[config.mk]
export PLATFORM = sky130hd
export DESIGN_NAME = adc_comparate_and_timing
export DESIGN_NICKNAME = d
export VERILOG_FILES = /design/src/hw/adc_comparate_and_timing.v /design/src/hw/adc_phase_timer.v /design/src/hw/adc_result_mem.v
export VERILOG_INCLUDE_DIRS = /design/src /design/src/hw
export SDC_FILE = /design/constraint.sdc
export NUM_CORES = 1
export LEC_CHECK = 0
export BUFFER_PORTS_ARGS = -buffer_cell sky130_fd_sc_hd__buf_2
export CORE_ASPECT_RATIO = 0.8
export CORE_MARGIN = 5
export CORE_UTILIZATION = 40
export CTS_CLUSTER_SIZE = 25
export DETAILED_ROUTE_END_ITERATION = 10
export SLEW_MARGIN = 20
export SYNTH_ARGS = -nofsm -noshare
export SYNTH_HDL_FRONTEND = slang
export SYNTH_SLANG_ARGS = --single-unit
[constraint.sdc]
create_clock -name clock -period 8 [get_ports clock]
set_clock_uncertainty 0.2 [all_clocks]
set_input_delay 0.4 -clock clock [delete_from_list [all_inputs] [get_ports clock]]
set_output_delay 0.4 -clock clock [all_outputs]
set_load 0.03 [all_outputs]
[src/hw/adc_seq_consts.vh]
// timing counts, field widths and reset values of the converter sequencer
`ifndef ADC_SEQ_CONSTS_VH
`define ADC_SEQ_CONSTS_VH
`define START_DELAY_CYC      9'd4
`define END_DELAY_CYC        9'd1
`define GAP_DELAY_CYC        9'd4
`define EXEC_SLOW_NORM       9'd294
`define EXEC_SLOW_DBL        9'd168
`define EXEC_FAST_NORM       9'd126
`define EXEC_FAST_DBL        9'd84
`define EXEC_FSH_SLOW_NORM   9'd186
`define EXEC_FSH_SLOW_DBL    9'd96
`define EXEC_FSH_FAST_NORM   9'd90
`define EXEC_FSH_FAST_DBL    9'd48
`define EXEC_CMP_SLOW_NORM   9'd42
`define EXEC_CMP_SLOW_DBL    9'd24
`define EXEC_CMP_FAST_NORM   9'd18
`define EXEC_CMP_FAST_DBL    9'd12
`define CODE_FULL_SCALE      10'h3ff
`define CODE_ZERO            10'h000
`define CODE_MSB_POS         4'd9
`define MODE_SINGLE          2'h0
`define MODE_SHOT_SCAN       2'h1
`define MODE_CONT_SCAN       2'h2
`endif

[src/hw/adc_comparate_and_timing.v]
// sequencer of a 10-bit successive-approximation converter
// What this block does
// - comparator operation allowed only in single mode
// - code write starts one comparison on selected channel
// - done flag cleared when comparison starts
// - flag 0 if reference below input, else 1
// - one compare per start, then stop
// - outcome stored in the channel's result bit
// - approximation code drives reference DAC
// - four-clock start delay for every trigger
// - conversion execution counts without fast hold
// - conversion execution counts with fast hold
// - comparison execution counts per speed
// - one-clock end delay before result readable
// - four-clock gap between scanned channels
// - total equals start, executions, gaps, end
// - total runs from trigger to completion pulse
// - sampling lies inside execution phase
// - input above reference saturates at full scale
// - approximation cleared, bits tried msb first
// - continuous scan loops until stop bit written
`timescale 1ns/1ps
`include "adc_seq_consts.vh"
module adc_comparate_and_timing #(
    parameter CH_BITS = 4
) (
    input  wire               clock,
    input  wire               reset,
    input  wire [1:0]         scanMode,
    input  wire               comparatorMode,
    input  wire               fastMode,
    input  wire               doubleSpeed,
    input  wire               fastSampleHold,
    input  wire [CH_BITS-1:0] channelSelect,
    input  wire [CH_BITS-1:0] scanLast,
    input  wire               swTrigger,
    input  wire               hwTrigger,
    input  wire               codeWrite,
    input  wire [9:0]         codeWriteData,
    input  wire               scanStopBit,
    input  wire               comparatorHigh,
    input  wire [CH_BITS-1:0] resultReadAddr,
    output reg  [9:0]         dacCode,
    output reg  [CH_BITS-1:0] analogSelect,
    output reg                sampleHold,
    output reg                busy,
    output reg                singleDone,
    output reg                scanDone,
    output reg                completeIrq,
    output reg  [(1<<CH_BITS)-1:0] compare_result_flags,
    output wire [9:0]         resultReadData
);
    localparam NCH = 1 << CH_BITS;
    localparam S_IDLE  = 6'b000001;
    localparam S_START = 6'b000010;
    localparam S_EXEC  = 6'b000100;
    localparam S_GAP   = 6'b001000;
    localparam S_END   = 6'b010000;
    localparam S_FIN   = 6'b100000;

    // execution phase length for the selected mode and speed
    function [8:0] execCount;
        input cmp;
        input fsh;
        input fst;
        input dbl;
        begin
            if (cmp)
                execCount = fst ? (dbl ? `EXEC_CMP_FAST_DBL
                                       : `EXEC_CMP_FAST_NORM)
                                : (dbl ? `EXEC_CMP_SLOW_DBL
                                       : `EXEC_CMP_SLOW_NORM);
            else if (fsh)
                execCount = fst ? (dbl ? `EXEC_FSH_FAST_DBL
                                       : `EXEC_FSH_FAST_NORM)
                                : (dbl ? `EXEC_FSH_SLOW_DBL
                                       : `EXEC_FSH_SLOW_NORM);
            else
                execCount = fst ? (dbl ? `EXEC_FAST_DBL
                                       : `EXEC_FAST_NORM)
                                : (dbl ? `EXEC_SLOW_DBL
                                       : `EXEC_SLOW_NORM);
        end
    endfunction

    reg  [5:0]         state_q;
    reg                cmpRun_q;
    reg  [1:0]         mode_q;
    reg  [CH_BITS-1:0] chan_q;
    reg  [9:0]         sar_q;
    reg  [3:0]         bitPos_q;
    reg  [8:0]         execLen_q;
    reg  [8:0]         slotCnt_q;
    reg                stopReq_q;
    reg                cmpSync1_q;
    reg                cmpSync2_q;
    reg                timerLoad;
    reg  [8:0]         timerCount;
    reg                memWe;
    wire               phaseDone;
    wire [8:0]         slotLen;

    // comparator output is analog, so resynchronise it
    always @(posedge clock) begin
        if (reset) begin
            cmpSync1_q <= 1'b0;
            cmpSync2_q <= 1'b0;
        end else begin
            cmpSync1_q <= comparatorHigh;
            cmpSync2_q <= cmpSync1_q;
        end
    end

    // ten equal slots per conversion; slot end samples the comparator
    assign slotLen = execLen_q / 9'd10;

    adc_phase_timer #(.WIDTH(9)) timer (
        .clock (clock),
        .reset (reset),
        .load  (timerLoad),
        .count (timerCount),
        .done  (phaseDone)
    );

    adc_result_mem #(.CH_BITS(CH_BITS), .WIDTH(10)) results (
        .clock     (clock),
        .writeEn   (memWe),
        .writeAddr (chan_q),
        .writeData (sar_q),
        .readAddr  (resultReadAddr),
        .readData  (resultReadData)
    );

    // one shared timer: each phase loads its own terminal count
    // a refused trigger still loads it; idle never reads its done
    always @* begin
        timerLoad  = 1'b0;
        timerCount = `START_DELAY_CYC;
        memWe      = 1'b0;
        case (state_q)
            S_IDLE: begin
                if (swTrigger || hwTrigger || codeWrite) begin
                    timerLoad  = 1'b1;
                    timerCount = `START_DELAY_CYC;
                end
            end
            S_START, S_GAP: begin
                if (phaseDone) begin
                    timerLoad  = 1'b1;
                    timerCount = execLen_q;
                end
            end
            S_EXEC: begin
                if (phaseDone) begin
                    timerLoad = 1'b1;
                    memWe     = !cmpRun_q;
                    if (!cmpRun_q && mode_q != `MODE_SINGLE
                        && !(chan_q == scanLast
                             && mode_q == `MODE_SHOT_SCAN)
                        && !stopReq_q && !scanStopBit)
                        timerCount = `GAP_DELAY_CYC;
                    else
                        timerCount = `END_DELAY_CYC;
                end
            end
            default: begin
                timerLoad = 1'b0;
            end
        endcase
    end

    always @(posedge clock) begin
        if (reset) begin
            state_q              <= S_IDLE;
            cmpRun_q             <= 1'b0;
            mode_q               <= `MODE_SINGLE;
            chan_q               <= {CH_BITS{1'b0}};
            sar_q                <= `CODE_ZERO;
            bitPos_q             <= 4'h0;
            execLen_q            <= `EXEC_SLOW_NORM;
            slotCnt_q            <= 9'd0;
            stopReq_q            <= 1'b0;
            dacCode              <= `CODE_ZERO;
            analogSelect         <= {CH_BITS{1'b0}};
            sampleHold           <= 1'b0;
            busy                 <= 1'b0;
            singleDone           <= 1'b0;
            scanDone             <= 1'b0;
            completeIrq          <= 1'b0;
            compare_result_flags <= {NCH{1'b0}};
        end else begin
            completeIrq <= 1'b0;
            // latch the stop so a one-cycle pulse in a gap is not lost
            if (scanStopBit && busy && mode_q != `MODE_SINGLE)
                stopReq_q <= 1'b1;
            case (state_q)
                S_IDLE: begin
                    stopReq_q <= 1'b0;
                    if (codeWrite && comparatorMode
                        && scanMode == `MODE_SINGLE) begin
                        cmpRun_q   <= 1'b1;
                        mode_q     <= `MODE_SINGLE;
                        chan_q     <= channelSelect;
                        sar_q      <= codeWriteData;
                        singleDone <= 1'b0;
                        busy       <= 1'b1;
                        execLen_q  <= execCount(1'b1, fastSampleHold,
                                                fastMode, doubleSpeed);
                        state_q    <= S_START;
                    end else if ((swTrigger || hwTrigger)
                                 && !comparatorMode) begin
                        cmpRun_q  <= 1'b0;
                        mode_q    <= scanMode;
                        chan_q    <= (scanMode == `MODE_SINGLE)
                                     ? channelSelect : {CH_BITS{1'b0}};
                        busy      <= 1'b1;
                        if (scanMode == `MODE_SINGLE)
                            singleDone <= 1'b0;
                        else
                            scanDone <= 1'b0;
                        execLen_q <= execCount(1'b0, fastSampleHold,
                                               fastMode, doubleSpeed);
                        state_q   <= S_START;
                    end
                end
                S_START, S_GAP: begin
                    if (phaseDone) begin
                        analogSelect <= chan_q;
                        if (cmpRun_q) begin
                            dacCode <= sar_q;
                        end else begin
                            sar_q    <= 10'h200;
                            dacCode  <= 10'h200;
                            bitPos_q <= `CODE_MSB_POS;
                        end
                        sampleHold <= 1'b1;
                        slotCnt_q  <= 9'd0;
                        state_q    <= S_EXEC;
                    end
                end
                S_EXEC: begin
                    slotCnt_q <= slotCnt_q + 9'd1;
                    // slots under three cycles would outrun the synchroniser
                    if (slotCnt_q == 9'd3)
                        sampleHold <= 1'b0;
                    if (!cmpRun_q && slotCnt_q == slotLen - 9'd1
                        && bitPos_q != 4'hf) begin
                        slotCnt_q <= 9'd0;
                        // above reference keeps bit; top input gives 3ff
                        if (cmpSync2_q) begin
                            if (bitPos_q != 4'h0) begin
                                sar_q[bitPos_q - 4'h1] <= 1'b1;
                                dacCode <= sar_q
                                    | (10'h001 << (bitPos_q - 4'h1));
                            end
                        end else begin
                            sar_q[bitPos_q] <= 1'b0;
                            if (bitPos_q != 4'h0) begin
                                sar_q[bitPos_q - 4'h1] <= 1'b1;
                                dacCode <= (sar_q
                                    & ~(10'h001 << bitPos_q))
                                    | (10'h001 << (bitPos_q - 4'h1));
                            end
                        end
                        bitPos_q <= bitPos_q - 4'h1;
                    end
                    if (phaseDone) begin
                        sampleHold <= 1'b0;
                        // outcome from the synchronised comparator at phase end
                        if (cmpRun_q)
                            compare_result_flags[chan_q]
                                <= !cmpSync2_q;
                        if (timerCount == `GAP_DELAY_CYC) begin
                            chan_q  <= chan_q + {{(CH_BITS-1){1'b0}}, 1'b1};
                            if (chan_q == scanLast)
                                chan_q <= {CH_BITS{1'b0}};
                            state_q <= S_GAP;
                        end else begin
                            state_q <= S_END;
                        end
                    end
                end
                // done flag and pulse rise together, so no gap is visible
                S_END: begin
                    if (phaseDone) begin
                        busy        <= 1'b0;
                        completeIrq <= 1'b1;
                        if (mode_q == `MODE_SINGLE)
                            singleDone <= 1'b1;
                        else
                            scanDone <= 1'b1;
                        cmpRun_q <= 1'b0;
                        state_q  <= S_IDLE;
                    end
                end
                default: begin
                    state_q <= S_IDLE;
                end
            endcase
        end
    end
endmodule

[src/hw/adc_phase_timer.v]
// single down counter that times every sequencer phase
`timescale 1ns/1ps
module adc_phase_timer #(
    parameter WIDTH = 9
) (
    input  wire             clock,
    input  wire             reset,
    input  wire             load,
    input  wire [WIDTH-1:0] count,
    output reg              done
);
    reg [WIDTH-1:0] remain_q;

    // done pulses in the last cycle of a phase loaded with count cycles
    always @(posedge clock) begin
        if (reset) begin
            remain_q <= {WIDTH{1'b0}};
            done     <= 1'b0;
        end else if (load) begin
            remain_q <= count - {{(WIDTH-1){1'b0}}, 1'b1};
            done     <= (count == {{(WIDTH-1){1'b0}}, 1'b1});
        end else if (remain_q != {WIDTH{1'b0}}) begin
            remain_q <= remain_q - {{(WIDTH-1){1'b0}}, 1'b1};
            done     <= (remain_q == {{(WIDTH-1){1'b0}}, 1'b1});
        end else begin
            done <= 1'b0;
        end
    end
endmodule

[src/hw/adc_result_mem.v]
// per-channel 10-bit result store with registered read port
`timescale 1ns/1ps
module adc_result_mem #(
    parameter CH_BITS = 4,
    parameter WIDTH   = 10
) (
    input  wire               clock,
    input  wire               writeEn,
    input  wire [CH_BITS-1:0] writeAddr,
    input  wire [WIDTH-1:0]   writeData,
    input  wire [CH_BITS-1:0] readAddr,
    output reg  [WIDTH-1:0]   readData
);
    reg [WIDTH-1:0] store [0:(1<<CH_BITS)-1];

    always @(posedge clock) begin
        if (writeEn) begin
            store[writeAddr] <= writeData;
        end
        readData <= store[readAddr];
    end
endmodule

* Word level (Yosys, flattened, before mapping)
Memory sizes are Yosys's and may differ from the RTL's. A register that Yosys moved wholly into a read port is not among the register bits.
Cells that the tools add are included.
** Word-level totals
- Register bits :: 93
- Memory bits (writable) :: 160
- Logic and storage cells :: 220
- Memories :: 1
** Operators by class
- Add/sub/neg operators :: 6
- Div/mod/pow operators :: 1
- $lt $le $gt $ge :: 6
- Equal/unequal tests :: 30
- Shift operators :: 2
- Multiplexer cells :: 93
- Bitwise operators :: 9
- Reduce and logical (&&, ||, !) cells :: 51
** Memories
- results.store :: depth 16, bits a word 10, read ports 1, clocked after memory_dff 1, wr ports 1, line adc_result_mem.v:14 : reg [WIDTH-1:0] store [0:(1<<CH_BITS)-1];
** Operator list (number)
- 10-bit two-way mux :: 11
- 9-bit two-way mux :: 10
- 6-bit two-way mux :: 8
- 10-bit OR :: 4
- 4-bit two-way mux :: 9
- 9-bit one-hot mux with 2 select lines :: 2
- 10-bit one-hot mux with 3 select lines :: 1
- 1-bit two-way mux :: 29
- 9-bit by 1-bit subtractor with 9-bit output, second input constant :: 3
- 6-bit one-hot mux with 4 select lines :: 1
- 10-bit bitwise AND :: 2
- 2-bit inequality test, second input constant :: 10
- 10-bit inverter :: 2
- 10-bit one-hot mux with 2 select lines :: 1
- 1-bit by 4-bit left shift with 10-bit output, first input constant :: 2
- 9-bit by 1-bit == test with 1-bit output, second input constant :: 2
- 16-bit bitwise mux :: 1
- 8-bit two-way mux :: 2
- 4-bit one-hot mux with 2 select lines :: 2
- 4-bit AND reduction :: 4
- 1-bit logical AND :: 15
- 4-bit by 5-bit less-than comparator with 1-bit output, second input constant :: 3
- 1-bit demux with 4-bit select :: 3
- 4-bit by 1-bit >= comparator with 1-bit output, second input constant :: 3
- 37 further kinds :: 68

* Logic depth before layout (Yosys ltp)
Gate-level depths: netlist of run 1.
- Word-level depth :: 13
- Gate-level depth with buffers :: 18
- Depth with buffers taken out :: 15

* Modules after synthesis
A second synthesis of run 1 with hierarchy kept.
** Unflattened totals
- Cell total of the unflattened synthesis :: 1072
- Area total of the unflattened synthesis :: 12517.0 µm²
** Modules (own cells, without submodules)
- adc_result_mem :: instances 1, cells each 279, area each 6353.6 µm², seq. area each 5004.8 µm²
- adc_comparate_and_timing :: instances 1, cells each 706, area each 5426.5 µm², seq. area each 1621.6 µm²
- adc_phase_timer :: instances 1, cells each 87, area each 737.0 µm², seq. area each 200.2 µm²

* Least setup slack after synthesis of run 1
Ideal clock, no wire load.
- Kind :: register to register
- From :: register execLen_q[6]
- To :: register dacCode[0]
- Arrival :: 3.627 ns
- Data required time :: 7.679 ns
- Setup slack :: 4.052 ns
- Stages on the path, launching flop included :: 17
- Buffers on the path :: 3
- Path through :: dfxtp_1 > buf_4 > buf_6 > or3b_2 > a2111o_1 > o221ai_1 > o31a_1 > nor2_1 > ha_1 > nor4_1 > nor3_1 > o31ai_1 > o2111ai_1 > o21a_1 > a21o_1 > buf_6 > mux2_4
** On the way
- Word-level cells in the longest chain between the ends :: 7
** RTL lines
- start, declared :: line adc_comparate_and_timing.v:92 : reg [8:0] execLen_q;
- start signal, assigned :: line adc_comparate_and_timing.v:180 : execLen_q <= `EXEC_SLOW_NORM;
- start signal, assigned :: line adc_comparate_and_timing.v:207 : execLen_q <= execCount(1'b1, fastSampleHold,
- start signal, assigned :: line adc_comparate_and_timing.v:221 : execLen_q <= execCount(1'b0, fastSampleHold,
- 9-bit by 4-bit divider with 9-bit output :: line adc_comparate_and_timing.v:115 : assign slotLen = execLen_q / 9'd10;
- 9-bit by 1-bit subtractor with 9-bit output :: line adc_comparate_and_timing.v:246 : if (!cmpRun_q && slotCnt_q == slotLen - 9'd1
- 9-bit == test :: line adc_comparate_and_timing.v:246
- 1-bit logical AND :: line adc_comparate_and_timing.v:246
- 1-bit logical AND :: line adc_comparate_and_timing.v:247 : && bitPos_q != 4'hf) begin
- 2-bit inequality test (no line)
- 4-bit AND reduction (no line)
- end signal, assigned :: line adc_comparate_and_timing.v:230 : dacCode <= sar_q;
- end signal, assigned :: line adc_comparate_and_timing.v:253 : dacCode <= sar_q
- end signal, assigned :: line adc_comparate_and_timing.v:260 : dacCode <= (sar_q
- end, declared :: line adc_comparate_and_timing.v:43 : output reg [9:0] dacCode,
No other way between the ends.
A chain may end at the register's enable or synchronous reset.

* Worst setup path in the final report of run 1
- From :: register execLen_q[6]
- To :: register dacCode[5]
The elaborated chain is that of the path after synthesis.

==> run summary, run 1 <==
LOGIC SYNTHESIS
--------------------------------------------------------------------------------------
Yosys Warn Count                                                                     0
Largest area contributor in the netlist                                       edfxtp_1
Number of flip-flops and latches in the synthesized netlist                        261
Commonest register cell after synthesis                                       edfxtp_1
Count of flip-flops with a built-in enable after synthesis                         160
Share of the synthesized area in the top cell type                               0.387
Ranking of synthesized cells by area                                      edfxtp_1 (39%), dfxtp_1 (16%), mux4_2 (9.1%)
Library cells used by synthesis                                                     86
Netlist area before placement                                             0.0124 sq mm
Average footprint of a synthesized cell                                     12.0 sq um
Post-synth net total                                                              1092
Post-Syn Instances                                                                1035
Proportion of synthesized flip-flops having asynchronous set or reset                0
Sequential cell area fraction in the yosys report                                0.550

CLOCKING
--------------------------------------------------------------------------------------
Clock tree from TritonCTS                                                         done
Clock root cell                                                              clkbuf_16
Total clock buffers created by CTS                                                  27
Later-pin clock latency in the skew report                                     0.54 ns
Setup Buffers After CTS                                                              0
CTS max path bufs                                                                    3
# H-tree levels                                                                      1
Clock Pin Slew Worst Setup and Hold Paths                                      0.07 ns
Num Clock Sinks                                                                    261

STA
--------------------------------------------------------------------------------------
Accumulated negative setup slack                                                  0 ns
Finish-stage setup viols                                                             0
Max Slew Vio Count                                                                   0
Unrepaired setup endpoints after global routing                                  false
Max-Slew Margin vs Limit                                                         0.328
Max Clk Rate                                                                   200 MHz
Final critical-path required period                                            5.00 ns
Hold Fails Final Rpt                                                                 0
Least-Margin Pin Slew                                                          1.01 ns
Share of the clock period used by the worst path                                 0.626

FLOORPLAN
--------------------------------------------------------------------------------------
Cell row count                                                                      57
Number of top-level pins                                                            80
Effective utilization at floorplan                                               0.407
DIE HEIGHT                                                                      168 um
DIE WIDTH                                                                       207 um
Placeable core area                                                       0.0305 sq mm
Die area                                                                  0.0347 sq mm

WORST HOLD PATH
--------------------------------------------------------------------------------------
Worst min path class                                                      input port to flop

PWR
--------------------------------------------------------------------------------------
Static Leak                                                                    4.90 nW
Power Density                                                              265 mW/mm^2
Largest voltage drop on the vdd net                                           0.196 mV

WORST SETUP PATH
--------------------------------------------------------------------------------------
Kind of capture point of the worst setup path                                     flop
Worst Path Required                                                            8.22 ns
Class of the most critical setup path                                     flop to flop
Worst Path Arrival                                                             5.23 ns
Critical path peak fanout                                                           28
Startpoint kind of the worst setup timing path                                    flop
Reg-to-reg slack, setup                                                        3.00 ns

DRT
--------------------------------------------------------------------------------------
Final antenna-violating net count                                                    0
Post-detailed-routing wire length                                             31200 um
TritonRoute pass-1 iters                                                             5
Wirelength per Cell                                                            20.6 um
Vias after detailed routing                                                       8554
Drt first-iter violations                                                          863
Number of remaining DRC errors                                                       0
Routed vias/inst                                                                  5.65

GRT
--------------------------------------------------------------------------------------
Maximum number of pins on one net before global-route repair                        84
Global-route wire length before repair                                        48300 um
Antenna violations before repair                                                     1
Total congestion overflow after global routing                                       0
Vias in the first global route                                                    8071
Total routing usage reported by global routing                                   0.176

FINISH
--------------------------------------------------------------------------------------
Commonest cells after routing, fill and taps aside                        edfxtp_1 (160), dfxtp_1 (101), nor2_1 (82), buf_2 (79), nand2_1 (70)
Share of layout cells above drive strength 1                                     0.187
Number of nets in the finished design                                             1138
Commonest non-fill, non-tap cell in the layout                                edfxtp_1
Ant diodes                                                                           0
Area added between synthesis and finish                                          12.2%
Final standard cell count with taps included and fillers excluded                 1515

PLACED DESIGN
--------------------------------------------------------------------------------------
HPWL after DPL                                                                20700 um
Placed instance count                                                             1460
Total of buffers placed on input and output ports                                   79
Weighted congestion reported at the end of routability-driven placement          0.906

RUN
--------------------------------------------------------------------------------------
Number of max-cap violations                                                         0

OUTCOME
--------------------------------------------------------------------------------------
Outcome                                                                   finished, final reports clean

==> logic make-up after synthesis <==
family                     Yosys count  synth area share
muxes                               67             0.107
AOI/OAI and AO/OA                  232             0.132
adders and majority gates           22            0.0222
and+or+nand+nor                    319             0.131
DFF                                261             0.550
buffers and inverters              103            0.0347
xor gates and xnor gates            31            0.0225
==> flip-flops by register name, summed over array words and instances (netlist names), 2 cells and up <==
register / cells
results.store: 160
compare_result_flags: 16
dacCode: 10
results.readData: 10
sar_q: 10
slotCnt_q: 9
timer.remain_q: 9
execLen_q: 8
state_q: 5
analogSelect: 4
bitPos_q: 4
chan_q: 4
mode_q: 2
==> cell type report <==
class / count / area (sq um)
multi-input combinational: 671 / 5150
fill: 2824 / 16500
timing repair buffer: 92 / 505
clock buffer: 44 / 772
tap: 413 / 517
sequential: 261 / 6830
clock inverter: 6 / 42.5
inverter: 28 / 105
==> critical path, stage by stage (launching register included) <==
cell	delay (ns)
dfxtp_1	0.90
nor2_1	0.15
a311o_1	0.42
o31a_1	0.30
a2111oi_0	0.39
o31a_1	0.37
nor2_1	0.09
ha_1	0.22
nor4_1	0.30
nor3_1	0.08
o31ai_1	0.30
o2111ai_1	0.17
o21a_1	0.27
a21o_1	0.35
mux2_4	0.36
==> routing by layer <==
metal	wire length, um	up-vias	track usage
met4	495	2	0.0307
li1	-	4039	-
met3	2270	37	0.0329
met5	13	-	0
met2	12900	343	0.244
met1	15500	4133	0.289
==> what timing repair did <==
item | 4_1_cts | 5_1_grt
hold endpoints to repair | 5 | 0
hold buffers | 5 | 0
resized for setup | 0 | 0
==> cells in the mapped netlist, types with 6 or more instances <==
library cell,count
and2_1,26
nand2b_1,9
a211oi_1,21
or3_1,7
clkbuf_1,61
a311oi_1,18
edfxtp_1,160
a31oi_1,12
mux2i_1,9
o32ai_1,8
xor2_1,12
nor2_1,82
dfxtp_1,101
mux4_2,50
a32oi_1,9
o21ai_0,25
nand3_1,20
nand2_1,70
nor3_1,27
nor4_1,9
and3_1,9
o211ai_1,6
nor3b_1,8
or2_2,6
inv_1,26
xnor2_1,18
nor2b_1,19
ha_1,22
a21oi_1,69
==> power by group <==
part	switching [mW]	internal (mW)
sequential	0.139	1.50
combinational	0.531	0.352
clock	0.508	0.660
==> worst paths after layout <==
kind | from | endpoint | cells past startpoint
setup / recovery | execLen_q[6] | dacCode[5] | 14
hold reg to reg | cmpSync1_q | cmpSync2_q | 1
hold / removal | codeWriteData[7] | sar_q[7] | 3
setup reg to reg | execLen_q[6] | dacCode[5] | 14
==> through the flow <==
stage | instance area (sq um) | setup slack, ns | power, mW | hold WS (ns) | utilization
6_report | 13900 | 3.00 | 3.69 | 0.0100 | 0.457
5_1_grt | 13900 | 2.71 | 3.90 | 0.0223 | 0.457
4_1_cts | 13900 | 3.09 | 3.70 | 0.00329 | 0.457
3_5_place_dp | 13100 | 3.12 | 2.53 | 0.225 | 0.429
3_3_place_gp | 13100 | 3.30 | 2.53 | 0.225 | 0.429
2_1_floorplan | 12400 | 4.05 | 2.34 | 0.214 | -
Power figures use the tool's default switching activity.
==> run 2, diff against run 1 <==
==> constraint.sdc (replaced) <==
create_clock -name clock -period 5.2 [get_ports clock]
set_clock_uncertainty 0.2 [all_clocks]
set_input_delay 0.26 -clock clock [delete_from_list [all_inputs] [get_ports clock]]
set_output_delay 0.26 -clock clock [all_outputs]
set_load 0.03 [all_outputs]
==> run 2 against run 1 <==
Power grew 57%. Largest cell class unchanged. Sequential power grew 52%. Via count grew 1.7%. Critical path depth grew 1. Final area grew 1.8%. Combinational power grew 64%. Fmax grew 7.4%. Worst hold slack gained 0.017 ns. Count of clock-buffer cells in the layout shrank 5. Final cell count grew 1.4%.
==> run summary, run 2 (same netlist as run 1, synthesis figures left out) <==
WORST SETUP PATH
--------------------------------------------------------------------------------------
Critical path peak fanout                                                           14
Startpoint kind of the worst setup timing path                                    flop
Worst Path Required                                                            5.40 ns
CP dominant cell by count                                                       o31a_1
Reg-to-reg slack, setup                                                        0.54 ns
FF-to-FF Start                                                            execLen_q[8]
Worst stage delay on the critical path                                         0.42 ns
Cell at the slowest stage of the critical path                                 dfxtp_1
Class of the most critical setup path                                     flop to flop
Kind of capture point of the worst setup path                                     flop
Worst Path Arrival                                                             4.86 ns
Crit Reg-Reg Endpoint                                                       dacCode[5]
Worst Reg-to-Reg Cells                                                              15
Ordered cell list for the critical path                                   buf_4 -> and2_1 -> a311o_1 -> o31a_1 -> a2111oi_0 -> o31a_1 -> nor2_1 -> ha_1 -> nor4_1 -> nor3_1 -> o31ai_1 -> o2111ai_1 -> o21a_1 -> a21o_1 -> mux2_4

FINISH
--------------------------------------------------------------------------------------
Final core utilization                                                           0.465
Commonest cells after routing, fill and taps aside                        edfxtp_1 (160), dfxtp_1 (101), nor2_1 (82), buf_2 (79), nand2_1 (70)
Number of filler cells placed in the layout                                       2801
Number of flip-flops in the largest register                                       160
Area added between synthesis and finish                                          14.2%
Number of nets in the finished design                                             1160
Ant diodes                                                                           0
Largest Register                                                          results.store
Finished Cell Area                                                        0.0142 sq mm
Share of layout cells above drive strength 1                                     0.192
Largest registers                                                         results.store (160), compare_result_flags (16)
Final standard cell count with taps included and fillers excluded                 1536
Commonest non-fill, non-tap cell in the layout                                edfxtp_1

STA
--------------------------------------------------------------------------------------
Final critical-path required period                                            4.66 ns
Post-Route Hold Slack                                                        0.0266 ns
Unrepaired setup endpoints after global routing                                  false
Finish-stage setup viols                                                             0
Max-Slew Margin vs Limit                                                         0.276
Setup slack of the critical path after layout                                 0.540 ns
Max Clk Rate                                                                   215 MHz
Max Slew Vio Count                                                                   0
Accumulated negative setup slack                                                  0 ns
Hold Fails Final Rpt                                                                 0
Share of the clock period used by the worst path                                 0.896
Least-Margin Pin Slew                                                          1.09 ns

DRT
--------------------------------------------------------------------------------------
Drt first-iter violations                                                          818
Vias after detailed routing                                                       8696
Wirelength per Cell                                                            21.2 um
Post-detailed-routing wire length                                             32500 um
Final antenna-violating net count                                                    0
Routed vias/inst                                                                  5.66
TritonRoute pass-1 iters                                                             5
Number of remaining DRC errors                                                       0

PWR
--------------------------------------------------------------------------------------
Largest voltage drop on the vdd net                                           0.283 mV
Static Leak                                                                    5.03 nW
Power Density                                                              410 mW/mm^2
Overall power after layout                                                     5.80 mW

CLOCKING
--------------------------------------------------------------------------------------
# H-tree levels                                                                      1
Clock tree from TritonCTS                                                         done
Clock root cell                                                              clkbuf_16
Later-pin clock latency in the skew report                                     0.53 ns
CTS max path bufs                                                                    3
Total clock buffers created by CTS                                                  27
Num Clock Sinks                                                                    261
Setup Buffers After CTS                                                              0
Clock Pin Slew Worst Setup and Hold Paths                                      0.06 ns

PLACED DESIGN
--------------------------------------------------------------------------------------
Total of buffers placed on input and output ports                                   79
HPWL after DPL                                                                21700 um
Placement-stage worst setup slack                                             0.582 ns
Weighted congestion reported at the end of routability-driven placement          0.882
Post-detailed-placement cell area                                         0.0131 sq mm
Placed instance count                                                             1466

GRT
--------------------------------------------------------------------------------------
Vias in the first global route                                                    8402
Maximum number of pins on one net before global-route repair                        66
Total congestion overflow after global routing                                       0
Antenna violations before repair                                                     0
Global-route wire length before repair                                        49900 um
Total routing usage reported by global routing                                   0.185

FLOORPLAN
--------------------------------------------------------------------------------------
Cell row count                                                                      57
Placeable core area                                                       0.0305 sq mm
Effective utilization at floorplan                                               0.407
DIE WIDTH                                                                       207 um
DIE HEIGHT                                                                      168 um
Number of top-level pins                                                            80
Die area                                                                  0.0347 sq mm

WORST HOLD PATH
--------------------------------------------------------------------------------------
Number of instances on the worst hold path                                           4
Worst min path class                                                      input port to flop
Launch instance of the worst min-delay path                               fastSampleHold
Hold endpoint                                                             execLen_q[8]

OUTCOME
--------------------------------------------------------------------------------------
Outcome                                                                   finished, final reports clean

RUN
--------------------------------------------------------------------------------------
Number of max-cap violations                                                         0

==> run 2: changes by cell type in the layout (fill, tap and decap cells not counted), moves of 2 or more <==
cell           before  now
buf_4               8   14
dlygate4sd3_1       5   21
clkbuf_1           12    5
inv_6               2    0
clkinv_2            1    4
==> run 2: what timing repair did <==
item | CTS | global route
setup endpoints to repair | 0 | 0
hold buffers | 21 | 0
resized for setup | 0 | 0
hold endpoints to repair | 26 | 0
==> run 2: critical path: cells and delay by family, from the launching register on <==
kind            cells  cell delay, ns
mux                 1            0.35
flops               1            0.42
fa+ha+maj           1            0.23
simple gates        4            0.65
buf+inv             1            0.24
compound gates      8            2.42
==> run 2: report_power, final <==
part           internal [mW]  total [mW]  switching, mW  leakage, nW
registers               2.31        2.49          0.176         2.37
clock network           1.09        1.86          0.771        0.427
logic                  0.566        1.45          0.885         2.23
==> run 2: worst max-delay path by stage <==
stage | from | to | slack (ns) | cells past startpoint
global placement | execLen_q[8] | dacCode[3] | 0.69 | 15
floorplan | execLen_q[6] | dacCode[0] | 1.25 | 16
finish | execLen_q[8] | dacCode[5] | 0.54 | 15
CTS | execLen_q[8] | dacCode[5] | 0.56 | 16
global route | execLen_q[8] | dacCode[0] | 0.17 | 16
detailed placement | execLen_q[8] | dacCode[8] | 0.58 | 16
==> run 2: per-layer routing <==
layer | GRT usage | share of wire | vias up
li1 | - | - | 4075
met5 | 0 | 0 | -
met3 | 0.0354 | 0.069 | 41
met4 | 0.0348 | 0.017 | 0
met2 | 0.261 | 0.42 | 304
met1 | 0.297 | 0.50 | 4276
==> run 2: cell type report <==
cell class,instances,area (sq um),area share
inverters,28,105,0.00742
repair buffers,114,711,0.0502
multi-input cells,671,5150,0.363
clock buffers,39,778,0.0549
flip-flops and latches,261,6830,0.482
well taps,413,517,0.0365
clock inverters,10,82.6,0.00583
==> run 3, diff against run 2 <==
==> constraint.sdc (replaced) <==
create_clock -name clock -period 4.35 [get_ports clock]
set_clock_uncertainty 0.2 [all_clocks]
set_input_delay 0.2175 -clock clock [delete_from_list [all_inputs] [get_ports clock]]
set_output_delay 0.2175 -clock clock [all_outputs]
set_load 0.03 [all_outputs]
==> run 3 against run 2 <==
Count of clock-buffer cells in the layout down 4. Flip-flop and latch count unchanged. Worst hold slack got worse by 0.0044 ns. Core utilization increased by 0.50 points. Register-to-register slack got worse by 0.37 ns.
==> run summary, run 3 (same netlist as run 1, synthesis figures left out) <==
OUTCOME
--------------------------------------------------------------------------------------
Outcome                                                                   finished, final reports clean

PWR
--------------------------------------------------------------------------------------
Static Leak                                                                    5.09 nW
Clock share of power                                                             0.321
NetSw                                                                          2.22 mW
Largest voltage drop on the vdd net                                           0.280 mV
Switching share of power                                                         0.314
Fraction of power consumed by combinational cells                                0.260
Power Density                                                              493 mW/mm^2
Internal power                                                                 4.84 mW
Sequential Power Share                                                           0.419
Overall power after layout                                                     7.06 mW

DRT
--------------------------------------------------------------------------------------
Routed vias/inst                                                                  5.63
Post-detailed-routing wire length                                             32300 um
Drt first-iter violations                                                          783
Wirelength per Cell                                                            20.8 um
Vias after detailed routing                                                       8720
Number of remaining DRC errors                                                       0
TritonRoute pass-1 iters                                                             5
Final antenna-violating net count                                                    0

WORST SETUP PATH
--------------------------------------------------------------------------------------
Reg-to-reg slack, setup                                                        0.17 ns
Worst Path Required                                                            4.56 ns
Class of the most critical setup path                                     flop to flop
FF-to-FF Start                                                            execLen_q[8]
Worst stage delay on the critical path                                         0.43 ns
Worst Path Arrival                                                             4.39 ns
Startpoint kind of the worst setup timing path                                    flop
Critical path peak fanout                                                           18
Ordered cell list for the critical path                                   buf_4 -> inv_2 -> or3_1 -> o211ai_1 -> a2111oi_2 -> o31a_1 -> nor2_1 -> ha_1 -> inv_1 -> o211a_1 -> o31ai_1 -> o2111ai_1 -> o21a_1 -> a21o_2 -> mux2_4
Cell at the slowest stage of the critical path                                 dfxtp_1
Kind of capture point of the worst setup path                                     flop
Worst Reg-to-Reg Cells                                                              15
Crit Reg-Reg Endpoint                                                       dacCode[5]

PLACED DESIGN
--------------------------------------------------------------------------------------
Weighted congestion reported at the end of routability-driven placement          0.906
Placed instance count                                                             1477
Post-detailed-placement cell area                                         0.0132 sq mm
HPWL after DPL                                                                21600 um
Total of buffers placed on input and output ports                                   79

STA
--------------------------------------------------------------------------------------
Accumulated negative setup slack                                                  0 ns
Max-Slew Margin vs Limit                                                         0.282
Max Clk Rate                                                                   239 MHz
Least-Margin Pin Slew                                                          1.08 ns
Max Slew Vio Count                                                                   0
Final critical-path required period                                            4.18 ns
Share of the clock period used by the worst path                                 0.960
Hold Fails Final Rpt                                                                 0
Finish-stage setup viols                                                             0

FINISH
--------------------------------------------------------------------------------------
Commonest cells after routing, fill and taps aside                        edfxtp_1 (160), dfxtp_1 (100), nor2_1 (81), buf_2 (79), nand2_1 (70)
Largest registers                                                         results.store (160), compare_result_flags (16)
Final core utilization                                                           0.470
Share of layout cells above drive strength 1                                     0.202
Final standard cell count with taps included and fillers excluded                 1549
Area added between synthesis and finish                                          15.4%
Largest Register                                                          results.store
Finished Cell Area                                                        0.0143 sq mm
Number of flip-flops in the largest register                                       160
Commonest non-fill, non-tap cell in the layout                                edfxtp_1
Number of nets in the finished design                                             1172

GRT
--------------------------------------------------------------------------------------
Vias in the first global route                                                    8316
GR met2 Demand/Resource                                                          0.257
Fraction of met3 tracks used by global routing                                  0.0317
Most heavily used metal layer in global routing                                   met1
Total routing usage reported by global routing                                   0.182
Antenna violations before repair                                                     2
Total congestion overflow after global routing                                       0
Global-route wire length before repair                                        49700 um
Maximum number of pins on one net before global-route repair                        83
Global routing usage on met1                                                     0.295

CLOCKING
--------------------------------------------------------------------------------------
Num Clock Sinks                                                                    261
CTS max path bufs                                                                    3
Clock tree from TritonCTS                                                         done
Later-pin clock latency in the skew report                                     0.53 ns
Clock Pin Slew Worst Setup and Hold Paths                                      0.06 ns
Setup Buffers After CTS                                                              0
Total clock buffers created by CTS                                                  27
# H-tree levels                                                                      1
Clock root cell                                                              clkbuf_16

WORST HOLD PATH
--------------------------------------------------------------------------------------
Launch instance of the worst min-delay path                                   fastMode
Number of instances on the worst hold path                                           4
Hold endpoint                                                             execLen_q[2]
Worst min path class                                                      input port to flop

FLOORPLAN
--------------------------------------------------------------------------------------
DIE WIDTH                                                                       207 um
DIE HEIGHT                                                                      168 um
Cell row count                                                                      57
Placeable core area                                                       0.0305 sq mm
Number of top-level pins                                                            80
Effective utilization at floorplan                                               0.407
Die area                                                                  0.0347 sq mm

RUN
--------------------------------------------------------------------------------------
Number of max-cap violations                                                         0

==> run 3: cell types whose count changed in the layout (fill, tap and decap cells not counted), sizes merged <==
| cell | before | now |
|---|---|---|
| diode | 0 | 2 |
| clkinvlp | 1 | 3 |
| clkinv | 8 | 7 |
| clkbuf | 39 | 35 |
| buf | 93 | 104 |
| dlygate4sd3 | 21 | 22 |
| bufinv | 1 | 3 |
==> run 3: critical path, delay by kind of cell (launching register included) <==
kind | cells | cell delay, ns
adder cells (fa/ha/maj) | 1 | 0.21
AO/OA/AOI/OAI | 8 | 1.87
flip-flops | 1 | 0.43
buffers and inverters | 3 | 0.50
multiplexers | 1 | 0.32
AND/OR/NAND/NOR | 2 | 0.51
==> run 3: metrics by stage <==
step	hold slack, ns	setup slack [ns]
6_report	0.0222	0.174
5_1_grt	0.0641	-0.0193
4_1_cts	0.0146	0.0102
3_5_place_dp	0.227	0.0431
3_3_place_gp	0.220	0.122
2_1_floorplan	0.146	0.402
==> run 3: cell type report <==
type	instances	area, sq um
fillers	2766	16100
clock buffers	35	716
diodes	2	5.00
inverters	28	105
repair buffers	126	832
flip-flops and latches	261	6830
multi-input cells	671	5170
well taps	413	517
clock inverters	13	143
==> run 3: power by group through the flow <==
stage | Clock (mW) | Sequential (mW) | Combinational (mW)
after floorplan | 0 | 2.95 | 1.35
after global routing | 2.41 | 2.98 | 2.01
after detailed placement | 0 | 3.01 | 1.76
final | 2.27 | 2.96 | 1.83
after global placement | 0 | 3.00 | 1.77
after CTS | 2.31 | 2.95 | 1.79
==> run 3: layer usage <==
metal,up-vias,part of all wire
li1,4110,-
met2,311,0.42
met3,32,0.077
met4,0,0.015
met5,-,0
met1,4267,0.49
==> run 3: how the worst max path moves through the flow <==
stage | startpoint | endpoint | slack [ns] | depth (start not counted)
2_1_floorplan | execLen_q[6] | dacCode[0] | 0.40 | 16
3_3_place_gp | execLen_q[6] | dacCode[5] | 0.12 | 15
3_5_place_dp | execLen_q[7] | dacCode[5] | 0.04 | 14
4_1_cts | execLen_q[7] | dacCode[5] | 0.01 | 14
5_1_grt | execLen_q[5] | dacCode[4] | -0.02 | 14
6_report | execLen_q[8] | dacCode[5] | 0.17 | 15
==> run 3: repair_timing <==
action | CTS | global route
endpoints found under the setup margin | 0 | 22
gates resized for setup | 0 | 8
hold buffers | 22 | 0
hold endpoints to repair | 25 | 0
